===== config.mk =====
export PLATFORM = sky130hd
export DESIGN_NAME = wsc_strobe_ctrl
export DESIGN_NICKNAME = d
export VERILOG_FILES = /design/src/wsc_pkg.sv /design/src/wsc_delay_table.sv /design/src/wsc_sync.sv /design/src/wsc_strobe_ctrl.sv
export VERILOG_INCLUDE_DIRS = /design/src /design/src/src
export SDC_FILE = /design/constraint.sdc
export NUM_CORES = 1
export LEC_CHECK = 0
export BUFFER_PORTS_ARGS = -buffer_cell sky130_fd_sc_hd__buf_2
export CAP_MARGIN = 20
export CORE_ASPECT_RATIO = 0.6
export CORE_MARGIN = 8
export CORE_UTILIZATION = 50
export CTS_CLUSTER_DIAMETER = 40
export DETAILED_ROUTE_END_ITERATION = 6
export PLACE_DENSITY = 0.71
export SLEW_MARGIN = 40
export SYNTH_ARGS = -nofsm -noshare
export SYNTH_HDL_FRONTEND = slang
export SYNTH_SLANG_ARGS = --single-unit
export TNS_END_PERCENT = 100

===== constraint.sdc =====
create_clock -name clk -period 4.65 [get_ports clk]
set_input_delay 0.93 -clock clk [delete_from_list [all_inputs] [get_ports clk]]
set_output_delay 0.93 -clock clk [all_outputs]
set_load 0.02 [all_outputs]

===== src/wsc_regs.svh =====
// constants for the write strobe controller
`ifndef WSC_REGS_SVH
`define WSC_REGS_SVH
`define WSC_BANDS          8
`define WSC_BAND_W         3
`define WSC_CNT_W          7
`define WSC_LAT_W          6
`define WSC_TERM_OFF       3'h0
`define WSC_ZERO_CNT       7'h00
`define WSC_ONE_CNT        7'h01
`define WSC_POST_CLKS      7'h01
`define WSC_BURST_CLKS     7'h08
`define WSC_RD_BURST_CLKS  7'h09
`define WSC_PREAMBLE_CLKS  7'h02
`define WSC_TURNAROUND_CLKS 7'h02
`define WSC_WINDOW_TOL_QCK 2'h1
`endif


===== src/wsc_pkg.sv =====
// types for the write strobe controller
`default_nettype none
`include "wsc_regs.svh"
package wsc_pkg;
  typedef enum logic {
    WSC_MODE_READ_BASED,
    WSC_MODE_WINDOW
  } wsc_mode_t;

  typedef struct packed {
    logic t_o;
    logic t_oe_n;
    logic c_o;
    logic c_oe_n;
  } wsc_strobe_t;

  typedef struct packed {
    logic [`WSC_CNT_W-1:0] on_dly;
    logic [`WSC_CNT_W-1:0] off_dly;
  } wsc_window_t;
endpackage
`default_nettype wire


===== src/wsc_delay_table.sv =====
// strobe on/off delay lookup by frequency band and latency set
`default_nettype none
`include "wsc_regs.svh"
module wsc_delay_table
  import wsc_pkg::*;
(
  input  wire logic                   clk,      // system clock
  input  wire logic                   rstn,     // sync reset, low
  input  wire logic [`WSC_BAND_W-1:0] band,     // frequency band
  input  wire logic                   set_b,    // latency set b
  output var wsc_window_t             win       // registered delays
);
  wsc_window_t win_ff;
  wsc_window_t nxt_win;

  function automatic wsc_window_t look(input logic [2:0] b, input logic s);
    wsc_window_t r;
    r = '0;
    case (b)
      3'h0: r = '{7'h00, 7'h0F};
      3'h1: r = s ? '{7'h00, 7'h14} : '{7'h00, 7'h12};
      3'h2: r = s ? '{7'h06, 7'h19} : '{7'h00, 7'h15};
      3'h3: r = s ? '{7'h0C, 7'h20} : '{7'h04, 7'h18};
      3'h4: r = s ? '{7'h0E, 7'h25} : '{7'h04, 7'h1B};
      3'h5: r = s ? '{7'h12, 7'h2A} : '{7'h06, 7'h1E};
      3'h6: r = s ? '{7'h14, 7'h2F} : '{7'h06, 7'h21};
      default: r = s ? '{7'h18, 7'h34} : '{7'h08, 7'h24};
    endcase
    return r;
  endfunction

  always_comb begin
    nxt_win = look(band, set_b);
  end

  always_ff @(posedge clk) begin
    if (!rstn) begin
      win_ff <= '0;
    end else begin
      win_ff <= nxt_win;
    end
  end

  assign win = win_ff;
endmodule
`default_nettype wire


===== src/wsc_sync.sv =====
// two-flop synchroniser for pin level inputs
`default_nettype none
module wsc_sync (
  input  wire logic clk,   // system clock
  input  wire logic rstn,  // sync reset, low
  input  wire logic d,     // async level
  output logic      q      // synchronised level
);
  logic s1_ff;
  logic s2_ff;
  logic nxt_s1;
  logic nxt_s2;

  always_comb begin
    nxt_s1 = d;
    nxt_s2 = s1_ff;
  end

  always_ff @(posedge clk) begin
    if (!rstn) begin
      s1_ff <= 1'b0;
      s2_ff <= 1'b0;
    end else begin
      s1_ff <= nxt_s1;
      s2_ff <= nxt_s2;
    end
  end

  assign q = s2_ff;
endmodule
`default_nettype wire


===== src/wsc_strobe_ctrl.sv =====
// host write strobe controller: parking and on/off window control
`default_nettype none
`include "wsc_regs.svh"
module wsc_strobe_ctrl
  import wsc_pkg::*;
(
  input  wire logic                   clk,        // system clock 100 MHz
  input  wire logic                   rstn,       // sync reset, low
  input  wire logic                   mode_win,   // 1 window mode
  input  wire logic [`WSC_BAND_W-1:0] band,       // frequency band
  input  wire logic                   set_b,      // latency set b
  input  wire logic [2:0]             term_sel,   // termination select
  input  wire logic [`WSC_LAT_W-1:0]  write_latency, // write latency
  input  wire logic [`WSC_CNT_W-1:0]  rtw_extra,  // gap beyond minimum
  input  wire logic                   cke,        // clock enable pin
  input  wire logic                   dram_clk,   // link clock pin
  input  wire logic                   wr_cmd,     // write issued
  input  wire logic                   rd_cmd,     // read issued
  input  wire logic                   train_hold, // training priority
  input  wire logic                   dqs_t_i,    // true strobe pin in
  input  wire logic                   dqs_c_i,    // compl strobe pin in
  output logic                        dqs_t_o,    // true strobe out
  output logic                        dqs_t_oe_n, // true drive, low
  output logic                        dqs_c_o,    // compl strobe out
  output logic                        dqs_c_oe_n, // compl drive, low
  output logic                        wr_busy,    // strobe window active
  output logic                        exc_active, // exception period
  output logic                        term_on     // termination enabled
);
  typedef enum logic [2:0] {
    WSC_IDLE, WSC_PARK, WSC_PRE, WSC_BURST, WSC_HOLD, WSC_READ, WSC_TURN
  } wsc_state_t;

  wsc_window_t win;
  logic cke_s;
  logic lclk_s;
  logic unused_pins;
  logic dqs_t_s;
  logic dqs_c_s;

  wsc_delay_table u_tab (
    .clk   (clk),
    .rstn  (rstn),
    .band  (band),
    .set_b (set_b),
    .win   (win)
  );

  wsc_sync u_cke (
    .clk  (clk),
    .rstn (rstn),
    .d    (cke),
    .q    (cke_s)
  );

  wsc_sync u_lclk (
    .clk  (clk),
    .rstn (rstn),
    .d    (dram_clk),
    .q    (lclk_s)
  );

  // strobe pins come from the far side: synchronise before any use
  wsc_sync u_dqs_t (
    .clk  (clk),
    .rstn (rstn),
    .d    (dqs_t_i),
    .q    (dqs_t_s)
  );

  wsc_sync u_dqs_c (
    .clk  (clk),
    .rstn (rstn),
    .d    (dqs_c_i),
    .q    (dqs_c_s)
  );

  assign unused_pins = dqs_t_s ^ dqs_c_s;

  function automatic logic [`WSC_CNT_W-1:0] sat_dec(
    input logic [`WSC_CNT_W-1:0] v);
    return (v == `WSC_ZERO_CNT) ? v : v - `WSC_ONE_CNT;
  endfunction

  // both pins driven, complement opposite to true
  function automatic wsc_strobe_t diff_pins(input logic lvl);
    wsc_strobe_t p;
    p.t_o    = lvl;
    p.t_oe_n = 1'b0;
    p.c_o    = ~lvl;
    p.c_oe_n = 1'b0;
    return p;
  endfunction

  // both pins released
  function automatic wsc_strobe_t off_pins();
    wsc_strobe_t p;
    p.t_o    = 1'b0;
    p.t_oe_n = 1'b1;
    p.c_o    = 1'b0;
    p.c_oe_n = 1'b1;
    return p;
  endfunction

  wsc_state_t              st_ff;
  wsc_state_t              nxt_st;
  logic                    lclk_ff;
  logic                    nxt_lclk;
  logic [`WSC_CNT_W-1:0]   cnt_ff;
  logic [`WSC_CNT_W-1:0]   nxt_cnt;
  logic [`WSC_CNT_W-1:0]   off_ff;
  logic [`WSC_CNT_W-1:0]   nxt_off;
  logic [`WSC_CNT_W-1:0]   exc_ff;
  logic [`WSC_CNT_W-1:0]   nxt_exc;
  logic                    tog_ff;
  logic                    nxt_tog;
  wsc_strobe_t             pin_ff;
  wsc_strobe_t             nxt_pin;
  logic                    busy_ff;
  logic                    nxt_busy;
  logic                    lrise;
  logic [`WSC_CNT_W:0]     exc_calc;

  // burst starts and toggles align to sampled link rises
  assign lrise = lclk_s & ~lclk_ff;

  always_comb begin
    // exception: termination on gives turnaround, else the formula
    exc_calc = {1'b0, 7'(write_latency)} - {1'b0, win.on_dly}
             + {1'b0, `WSC_TURNAROUND_CLKS} - {1'b0, `WSC_PREAMBLE_CLKS}
             - {1'b0, rtw_extra};
    if (term_sel != `WSC_TERM_OFF) begin
      nxt_exc = `WSC_TURNAROUND_CLKS;
    end else if (exc_calc[`WSC_CNT_W]) begin
      nxt_exc = `WSC_ZERO_CNT;
    end else begin
      nxt_exc = exc_calc[`WSC_CNT_W-1:0];
    end
  end

  always_comb begin
    nxt_lclk = lclk_s;
    nxt_st   = st_ff;
    nxt_cnt  = cnt_ff;
    nxt_off  = off_ff;
    nxt_tog  = tog_ff;
    nxt_pin  = pin_ff;
    nxt_busy = busy_ff;
    if (lrise) begin
      nxt_cnt = sat_dec(cnt_ff);
      nxt_off = sat_dec(off_ff);
    end
    if (wr_cmd && !train_hold) begin
      // rearm off window from the last write
      // spare count covers a link rise caught just before the write
      nxt_off  = win.off_dly + `WSC_ONE_CNT;
      nxt_busy = 1'b1;
    end
    case (st_ff)
      WSC_IDLE: begin
        nxt_st = WSC_PARK;
      end
      WSC_PARK, WSC_HOLD: begin
        if (wr_cmd && !train_hold) begin
          nxt_st = WSC_PRE;
          nxt_cnt = `WSC_PREAMBLE_CLKS;
        end else if (rd_cmd) begin
          nxt_st  = WSC_READ;
          nxt_cnt = `WSC_RD_BURST_CLKS;
        end else if (st_ff == WSC_HOLD && off_ff == `WSC_ZERO_CNT) begin
          nxt_st   = WSC_PARK;
          nxt_busy = 1'b0;
        end
      end
      WSC_PRE: begin
        if (lrise && cnt_ff <= `WSC_ONE_CNT) begin
          nxt_st  = WSC_BURST;
          nxt_cnt = `WSC_BURST_CLKS + `WSC_POST_CLKS;
        end
      end
      WSC_BURST: begin
        if (lrise) begin
          nxt_tog = ~tog_ff;
        end
        if (wr_cmd && !train_hold) begin
          nxt_cnt = `WSC_BURST_CLKS + `WSC_POST_CLKS;
        end else if (lrise && cnt_ff <= `WSC_ONE_CNT) begin
          nxt_st = WSC_HOLD;
        end
      end
      WSC_READ: begin
        if (lrise && cnt_ff <= `WSC_ONE_CNT) begin
          nxt_st  = WSC_TURN;
          nxt_cnt = exc_ff;
        end
      end
      WSC_TURN: begin
        if (cnt_ff == `WSC_ZERO_CNT) begin
          nxt_st = busy_ff ? WSC_HOLD : WSC_PARK;
        end else if (wr_cmd && !train_hold) begin
          nxt_st  = WSC_PRE;
          nxt_cnt = `WSC_PREAMBLE_CLKS;
        end
      end
      default: nxt_st = WSC_PARK;
    endcase

    // pin drive per state
    nxt_pin = off_pins();
    if (!cke_s) begin
      nxt_pin = off_pins();
    end else begin
      case (nxt_st)
        WSC_PARK: begin
          if (!mode_win) begin
            nxt_pin = diff_pins(1'b0);
          end
        end
        // differential at once, inside any on delay maximum
        WSC_PRE: nxt_pin = diff_pins(1'b0);
        WSC_BURST: begin
          nxt_pin = diff_pins(nxt_tog);
        end
        WSC_HOLD: begin
          // complement stays high in either mode until the window ends
          nxt_pin = diff_pins(1'b0);
        end
        WSC_READ, WSC_TURN: begin
          nxt_pin = off_pins();
        end
        default: nxt_pin = off_pins();
      endcase
    end
  end

  always_ff @(posedge clk) begin
    if (!rstn) begin
      st_ff   <= WSC_IDLE;
      lclk_ff <= 1'b0;
      cnt_ff  <= `WSC_ZERO_CNT;
      off_ff  <= `WSC_ZERO_CNT;
      exc_ff  <= `WSC_ZERO_CNT;
      tog_ff  <= 1'b0;
      pin_ff  <= '{1'b0, 1'b1, 1'b0, 1'b1};
      busy_ff <= 1'b0;
    end else begin
      st_ff   <= nxt_st;
      lclk_ff <= nxt_lclk;
      cnt_ff  <= nxt_cnt;
      off_ff  <= nxt_off;
      exc_ff  <= nxt_exc;
      tog_ff  <= nxt_tog;
      pin_ff  <= nxt_pin;
      busy_ff <= nxt_busy;
    end
  end

  assign dqs_t_o    = pin_ff.t_o;
  assign dqs_t_oe_n = pin_ff.t_oe_n;
  assign dqs_c_o    = pin_ff.c_o;
  assign dqs_c_oe_n = pin_ff.c_oe_n;
  assign wr_busy    = busy_ff;
  assign exc_active = (st_ff == WSC_TURN);
  assign term_on    = (term_sel != `WSC_TERM_OFF);
endmodule
`default_nettype wire


---- Word-level counts from Yosys, hierarchy flattened ----
Cells that the tools add are included.
word-level totals
  memories kept ........................... 0
  bits in latches ......................... 0
  bits in writable memories ............... 0
  output and inout port bits .............. 7
  word-level logic and storage cells ...... 105
  input port bits ......................... 30
  bits in registers ....................... 49
  ROM bits ................................ 0
cells by class
  add/sub/neg operators ................... 7
  shift operators ......................... 0
  multiplexer cells ....................... 43
  bitwise logic cells ..................... 5
  reduce and logical (&&, ||, !) cells .... 14
  magnitude comparators ................... 1
  multipliers ............................. 0
  divide/modulo/power cells ............... 0
  equal/unequal tests ..................... 17
operators by type and width
  cell                 count
  $pmux 14 s7          1
  $mux 7               12
  $mux 12              3
  $mux 3               12
  $pmux 7 s5           1
  $mux 11              2
  $eq 3x3->1 const B   7
  $eq 3x2->1 const B   6
  $pmux 3 s5           1
  $logic_not 7->1      2
  $sub 7x1->7 const B  2
  $pmux 4 s3           1
  $mux 10              1
  $eq 3x1->1 const B   3
  $add 8x2->8 const B  1
  $sub 6x7->8          1
  $sub 8x2->8 const B  1
  $sub 8x7->8          1
  $add 7x1->7 const B  1
  $le 7x1->1 const B   1
  $mux 1               7
  $mux 2               2
  $not 1->1            4
  $reduce_and 2->1     2
  9 further kinds      12

---- Longest topological paths before layout ----
  depth in word-level cells ............... 9
  depth in mapped cells ................... 10
  depth with buffers taken out ............ 10

---- Modules after synthesis ----
Synthesis repeated with hierarchy kept, for this count alone.
second synthesis, totals
  cell total of the unflattened synthesis .. 364
  area total of the unflattened synthesis .. 2987.9 µm²
modules (own cells, without submodules)
  module           sequential area each (µm²)  cells an instance  instances  area each (µm²)
  wsc_strobe_ctrl  600.6                       296                1          2367.3
  wsc_delay_table  200.2                       60                 1          515.5
  wsc_sync         40.0                        4                  2          52.6

---- Worst setup path before layout ----
Ideal clock, no wire load.
  path kind ............................... input to register
  start ................................... in rtw_extra[2]
  end ..................................... reg exc_ff[5]
  path slack .............................. 1.888 ns
  cell stages on the path ................. 8
  arrival ................................. 2.637 ns
  path buffers ............................ 0
  library setup time ...................... 0.124 ns
  data required time ...................... 4.526 ns
  path through ............................ inv_1 > fa_1 > ha_1 > o21a_1 > o21a_1 > or3_1 > nand4_1 > nor3b_1
on the way
  cells in the longest elaborated chain, start to end .. 2
RTL lines
  item                              RTL line                source
  from (decl)                       wsc_strobe_ctrl.sv:14   input wire logic [`WSC_CNT_W-1:0] rtw_extra,
  $sub 8x7->8 *                     wsc_strobe_ctrl.sv:129  exc_calc = {1'b0, 7'(write_latency)} - {1'b0, win.on_dly}
  $reduce_or 3->1 (no source line)  -
  to (signal assigned)              wsc_strobe_ctrl.sv:242  exc_ff <= `WSC_ZERO_CNT;
  to (signal assigned)              wsc_strobe_ctrl.sv:251  exc_ff <= nxt_exc;
  to (decl)                         wsc_strobe_ctrl.sv:113  logic [`WSC_CNT_W-1:0] exc_ff;
Mark *: on every way between the ends. The rest lies on a longest branch, timed or not.
A chain may end at the register's enable or synchronous reset.

---- Worst setup path in the final report ----
  start ................................... in write_latency[2]
  end ..................................... reg exc_ff[5]
on the way
  cells in the longest elaborated chain, start to end .. 5
RTL lines
  item                              RTL line                source
  from (decl)                       wsc_strobe_ctrl.sv:13   input wire logic [`WSC_LAT_W-1:0] write_latency,
  $sub 6x7->8 *                     wsc_strobe_ctrl.sv:129
  $add 8x2->8 *                     wsc_strobe_ctrl.sv:129
  $sub 8x2->8 *                     wsc_strobe_ctrl.sv:129
  $sub 8x7->8 *                     wsc_strobe_ctrl.sv:129
  $reduce_or 3->1 (no source line)  -
Marks and branches as above.

==> metrics.csv <==
stage,metric,value,unit
worst_setup_path,timing.rr.start,cnt_ff[0]$_SDFF_PN0_,
min_path,worstHoldStart,u_lclk.nxt_s2$_SDFF_PN0_,
worst_setup_path,rr_endpoint,dqs_c_o$_SDFF_PN0_,
worst_setup_path,rrSetupSlack,2.02,ns
placement,hpwl,4710,microns
timing,setup_viol,0,
cts,cts-buffers-inserted,5,
placement,numPortBuffers,34,
timing,relSlewSlack,0.479,
timing,whs,0.443,ns
global_routing,grt_antenna_before_repair,0,
yosys,synth_area_leaders,"dfxtp_1 (32%), ha_1 (7.2%), nor2_1 (5.5%)",
timing,finalHoldViolCount,0,
pwr,p_leak,0.00129,uW
pwr,ir_worst_vdd,167,uV
worst_setup_path,crit_required,4.88,ns
yosys,synth_edf_count,0,
worst_setup_path,critical_path.startpoint_type,input pin,
run,cap_violations,0,
cts,cts_tree,done,
min_path,hold_path_depth,1,
yosys,synthCells,346,
status,outcome,"finished, final reports clean",
drt,dr_total_vias,2500,
cts,cts_buffer_depth,2,
pwr,power_density,405,nW/um^2
floorplan,rows,21,
yosys,syn-num-nets,396,
drt,drc,0,
finish,stdcell_area,3120,sq um
floorplan,start_util,0.510,
yosys,syn_avg_cell_area,8.06,sq um
floorplan,num_io_pins,37,
yosys,synth_top_cell_area_share,0.316,
yosys,synth_largest_area_cell,dfxtp_1,
timing,layout_min_cycle_time,2.82,ns
drt,wl_per_cell,14.2,microns
timing,rsz0062_at_grt,no,
placement,gp_congestion,0.915,
cts,clk_pin_slew,0.09,ns
finish,area_growth,11.8,%
worst_setup_path,path_class,input pin to register,
yosys,yosys_warnings,0,
global_routing,gr-usage-all-layers,0.157,
worst_setup_path,arrival,3.04,ns
worst_setup_path,endpoint_kind,register,
timing,fin_skew,0.00791,ns
global_routing,grt_pass1_vias,2207,
yosys,yosysUniqueCellTypes,58,
worst_setup_path,critPathCapture,exc_ff[5]$_SDFF_PP0_,
global_routing,grt_pass1_wl,10500,microns
drt,drt_wl_total,6300,microns
timing,worstMarginPinSlew,0.776,ns
yosys,syn_area,2790,sq um
floorplan,die_area,8300,sq um
worst_setup_path,critPathMaxFanout,6,
timing,fin_setup_tns,0,ns
worst_setup_path,cp-startpoint,write_latency[2],
cts,ctsHtreeMaxLevel,2,
yosys,ys_seq_area_frac,0.316,
global_routing,grt_max_degree,24,
floorplan,core,5470,sq um
worst_setup_path,r2r_cells,8,
finish,diodes,0,
cts,cts.sink_count,44,
cts,hold_buffers,0,
yosys,synth_ff_type,dfxtp_1,
timing,maxSlewViolCount,0,
drt,ant_nets,0,
floorplan,die_w,112,microns
finish,nNetsFinal,424,
timing,max_freq,0.355,GHz
floorplan,die_h,73.8,microns
yosys,synth.ff_latch_count,44,
timing,min_period_over_period,0.606,
drt,drt-pass1-iter-count,4,
placement,dpl_cell_area,3000,sq um
drt,route.detailed.vias_per_inst,5.63,
cts,root_buffer,clkbuf_8,
yosys,async_flop_share,0,
global_routing,grt_overflow,0,
yosys,synth_common_cells,"dfxtp_1 (44), nor2_1 (41), a21oi_1 (25), inv_1 (25), nand2_1 (24)",
finish,drive_above_1_share,0.152,
drt,dr.first_iter.drc_count,139,
cts,clk_latency,0.30,ns
min_path,min-delay-path-class,register to register,
yosys,yosys.cell_count.top_type,dfxtp_1,
cts,post_cts_buffers,0,
cts,ctsResizeCount,0,
registers in the layout, indices dropped and copies added (netlist names):
register and count:
u_lclk.nxt_s2 1, dqs_t_o 1, u_cke.nxt_s2 1, u_cke.q 1
u_tab.win 10, st_ff 3, cnt_ff 7, dqs_t_oe_n 1
tog_ff 1, dqs_c_o 1, lclk_ff 1, wr_busy 1
exc_ff 7, off_ff 7, u_lclk.q 1
metal layers:
metal | wire length, microns | track usage | up-vias
met4 | 106 | 0.0593 | 0
met3 | 439 | 0.0377 | 11
met1 | 3210 | 0.221 | 1134
met2 | 2540 | 0.224 | 81
met5 | 0 | 0 | -
li1 | - | - | 1274
cells by family (layout without fill, tap and decap cells):
logic type               after synthesis  after routing  synth area share
XOR/XNOR                              19             19            0.0597
adder cells (fa/ha/maj)               20             20             0.101
AND/OR/NAND/NOR                      127            127             0.232
AO/OA/AOI/OAI                         97             97             0.238
flip-flops                            44             44             0.316
buffers and inverters                 39             68            0.0539
critical path: stages:
cell,delay [ns]
buf_2,0.11
fa_1,0.49
ha_1,0.36
o21a_1,0.15
o21a_1,0.18
o21ai_0,0.28
nand4_1,0.30
nor3b_1,0.26
report_power, final:
group	internal (uW)	switching, uW
clock network	176	139
logic	209	268
registers	414	56.2
layout make-up:
| cell class | instances | area (sq um) |
|---|---|---|
| fill | 532 | 2350 |
| clock inverter | 2 | 38.8 |
| timing repair buffer | 35 | 178 |
| sequential | 44 | 881 |
| tap | 69 | 86.3 |
| inverter | 25 | 93.8 |
| clock buffer | 6 | 82.6 |
| multi-input combinational | 263 | 1760 |
metrics by stage:
step / setup slack [ns] / total power (uW) / util / std cells
3_3_place_gp: 1.54 / 935 / 0.548 / 436
4_1_cts: 1.84 / 1260 / 0.570 / 444
3_5_place_dp: 1.53 / 946 / 0.548 / 436
2_1_floorplan: 1.89 / 841 / - / 346
5_1_grt: 1.68 / 1350 / 0.570 / 444
6_report: 1.83 / 1260 / 0.570 / 444
cells in the final DEF (no fill, tap or decap), drive strengths merged, types with 2 or more instances in the layout:
cell type,count
o21bai,2
a211oi,6
xor2,10
nor2b,6
o21ai,21
clkinv,2
a21oi,25
nand4,2
o22ai,2
or3,4
nand3,11
dfxtp,44
ha,16
nor3,13
nand2b,7
nand2,24
fa,4
buf,35
a21o,7
a31oi,7
or4,2
clkbuf,6
and2,5
inv,24
a221oi,2
nand3b,3
nor2,41
xnor2,9
o32ai,2
nor4,2
o21a,5
o211a,3
how the worst min path moves through the flow:
stage	endpoint	slack [ns]
2_1_floorplan	u_cke.q$_SDFF_PN0_	0.41
3_3_place_gp	u_cke.q$_SDFF_PN0_	0.42
3_5_place_dp	u_cke.q$_SDFF_PN0_	0.42
4_1_cts	u_cke.q$_SDFF_PN0_	0.45
5_1_grt	cnt_ff[2]$_SDFF_PN0_	0.47
6_report	u_lclk.q$_SDFF_PN0_	0.44
No activity file was read; power rests on OpenSTA's default activity.
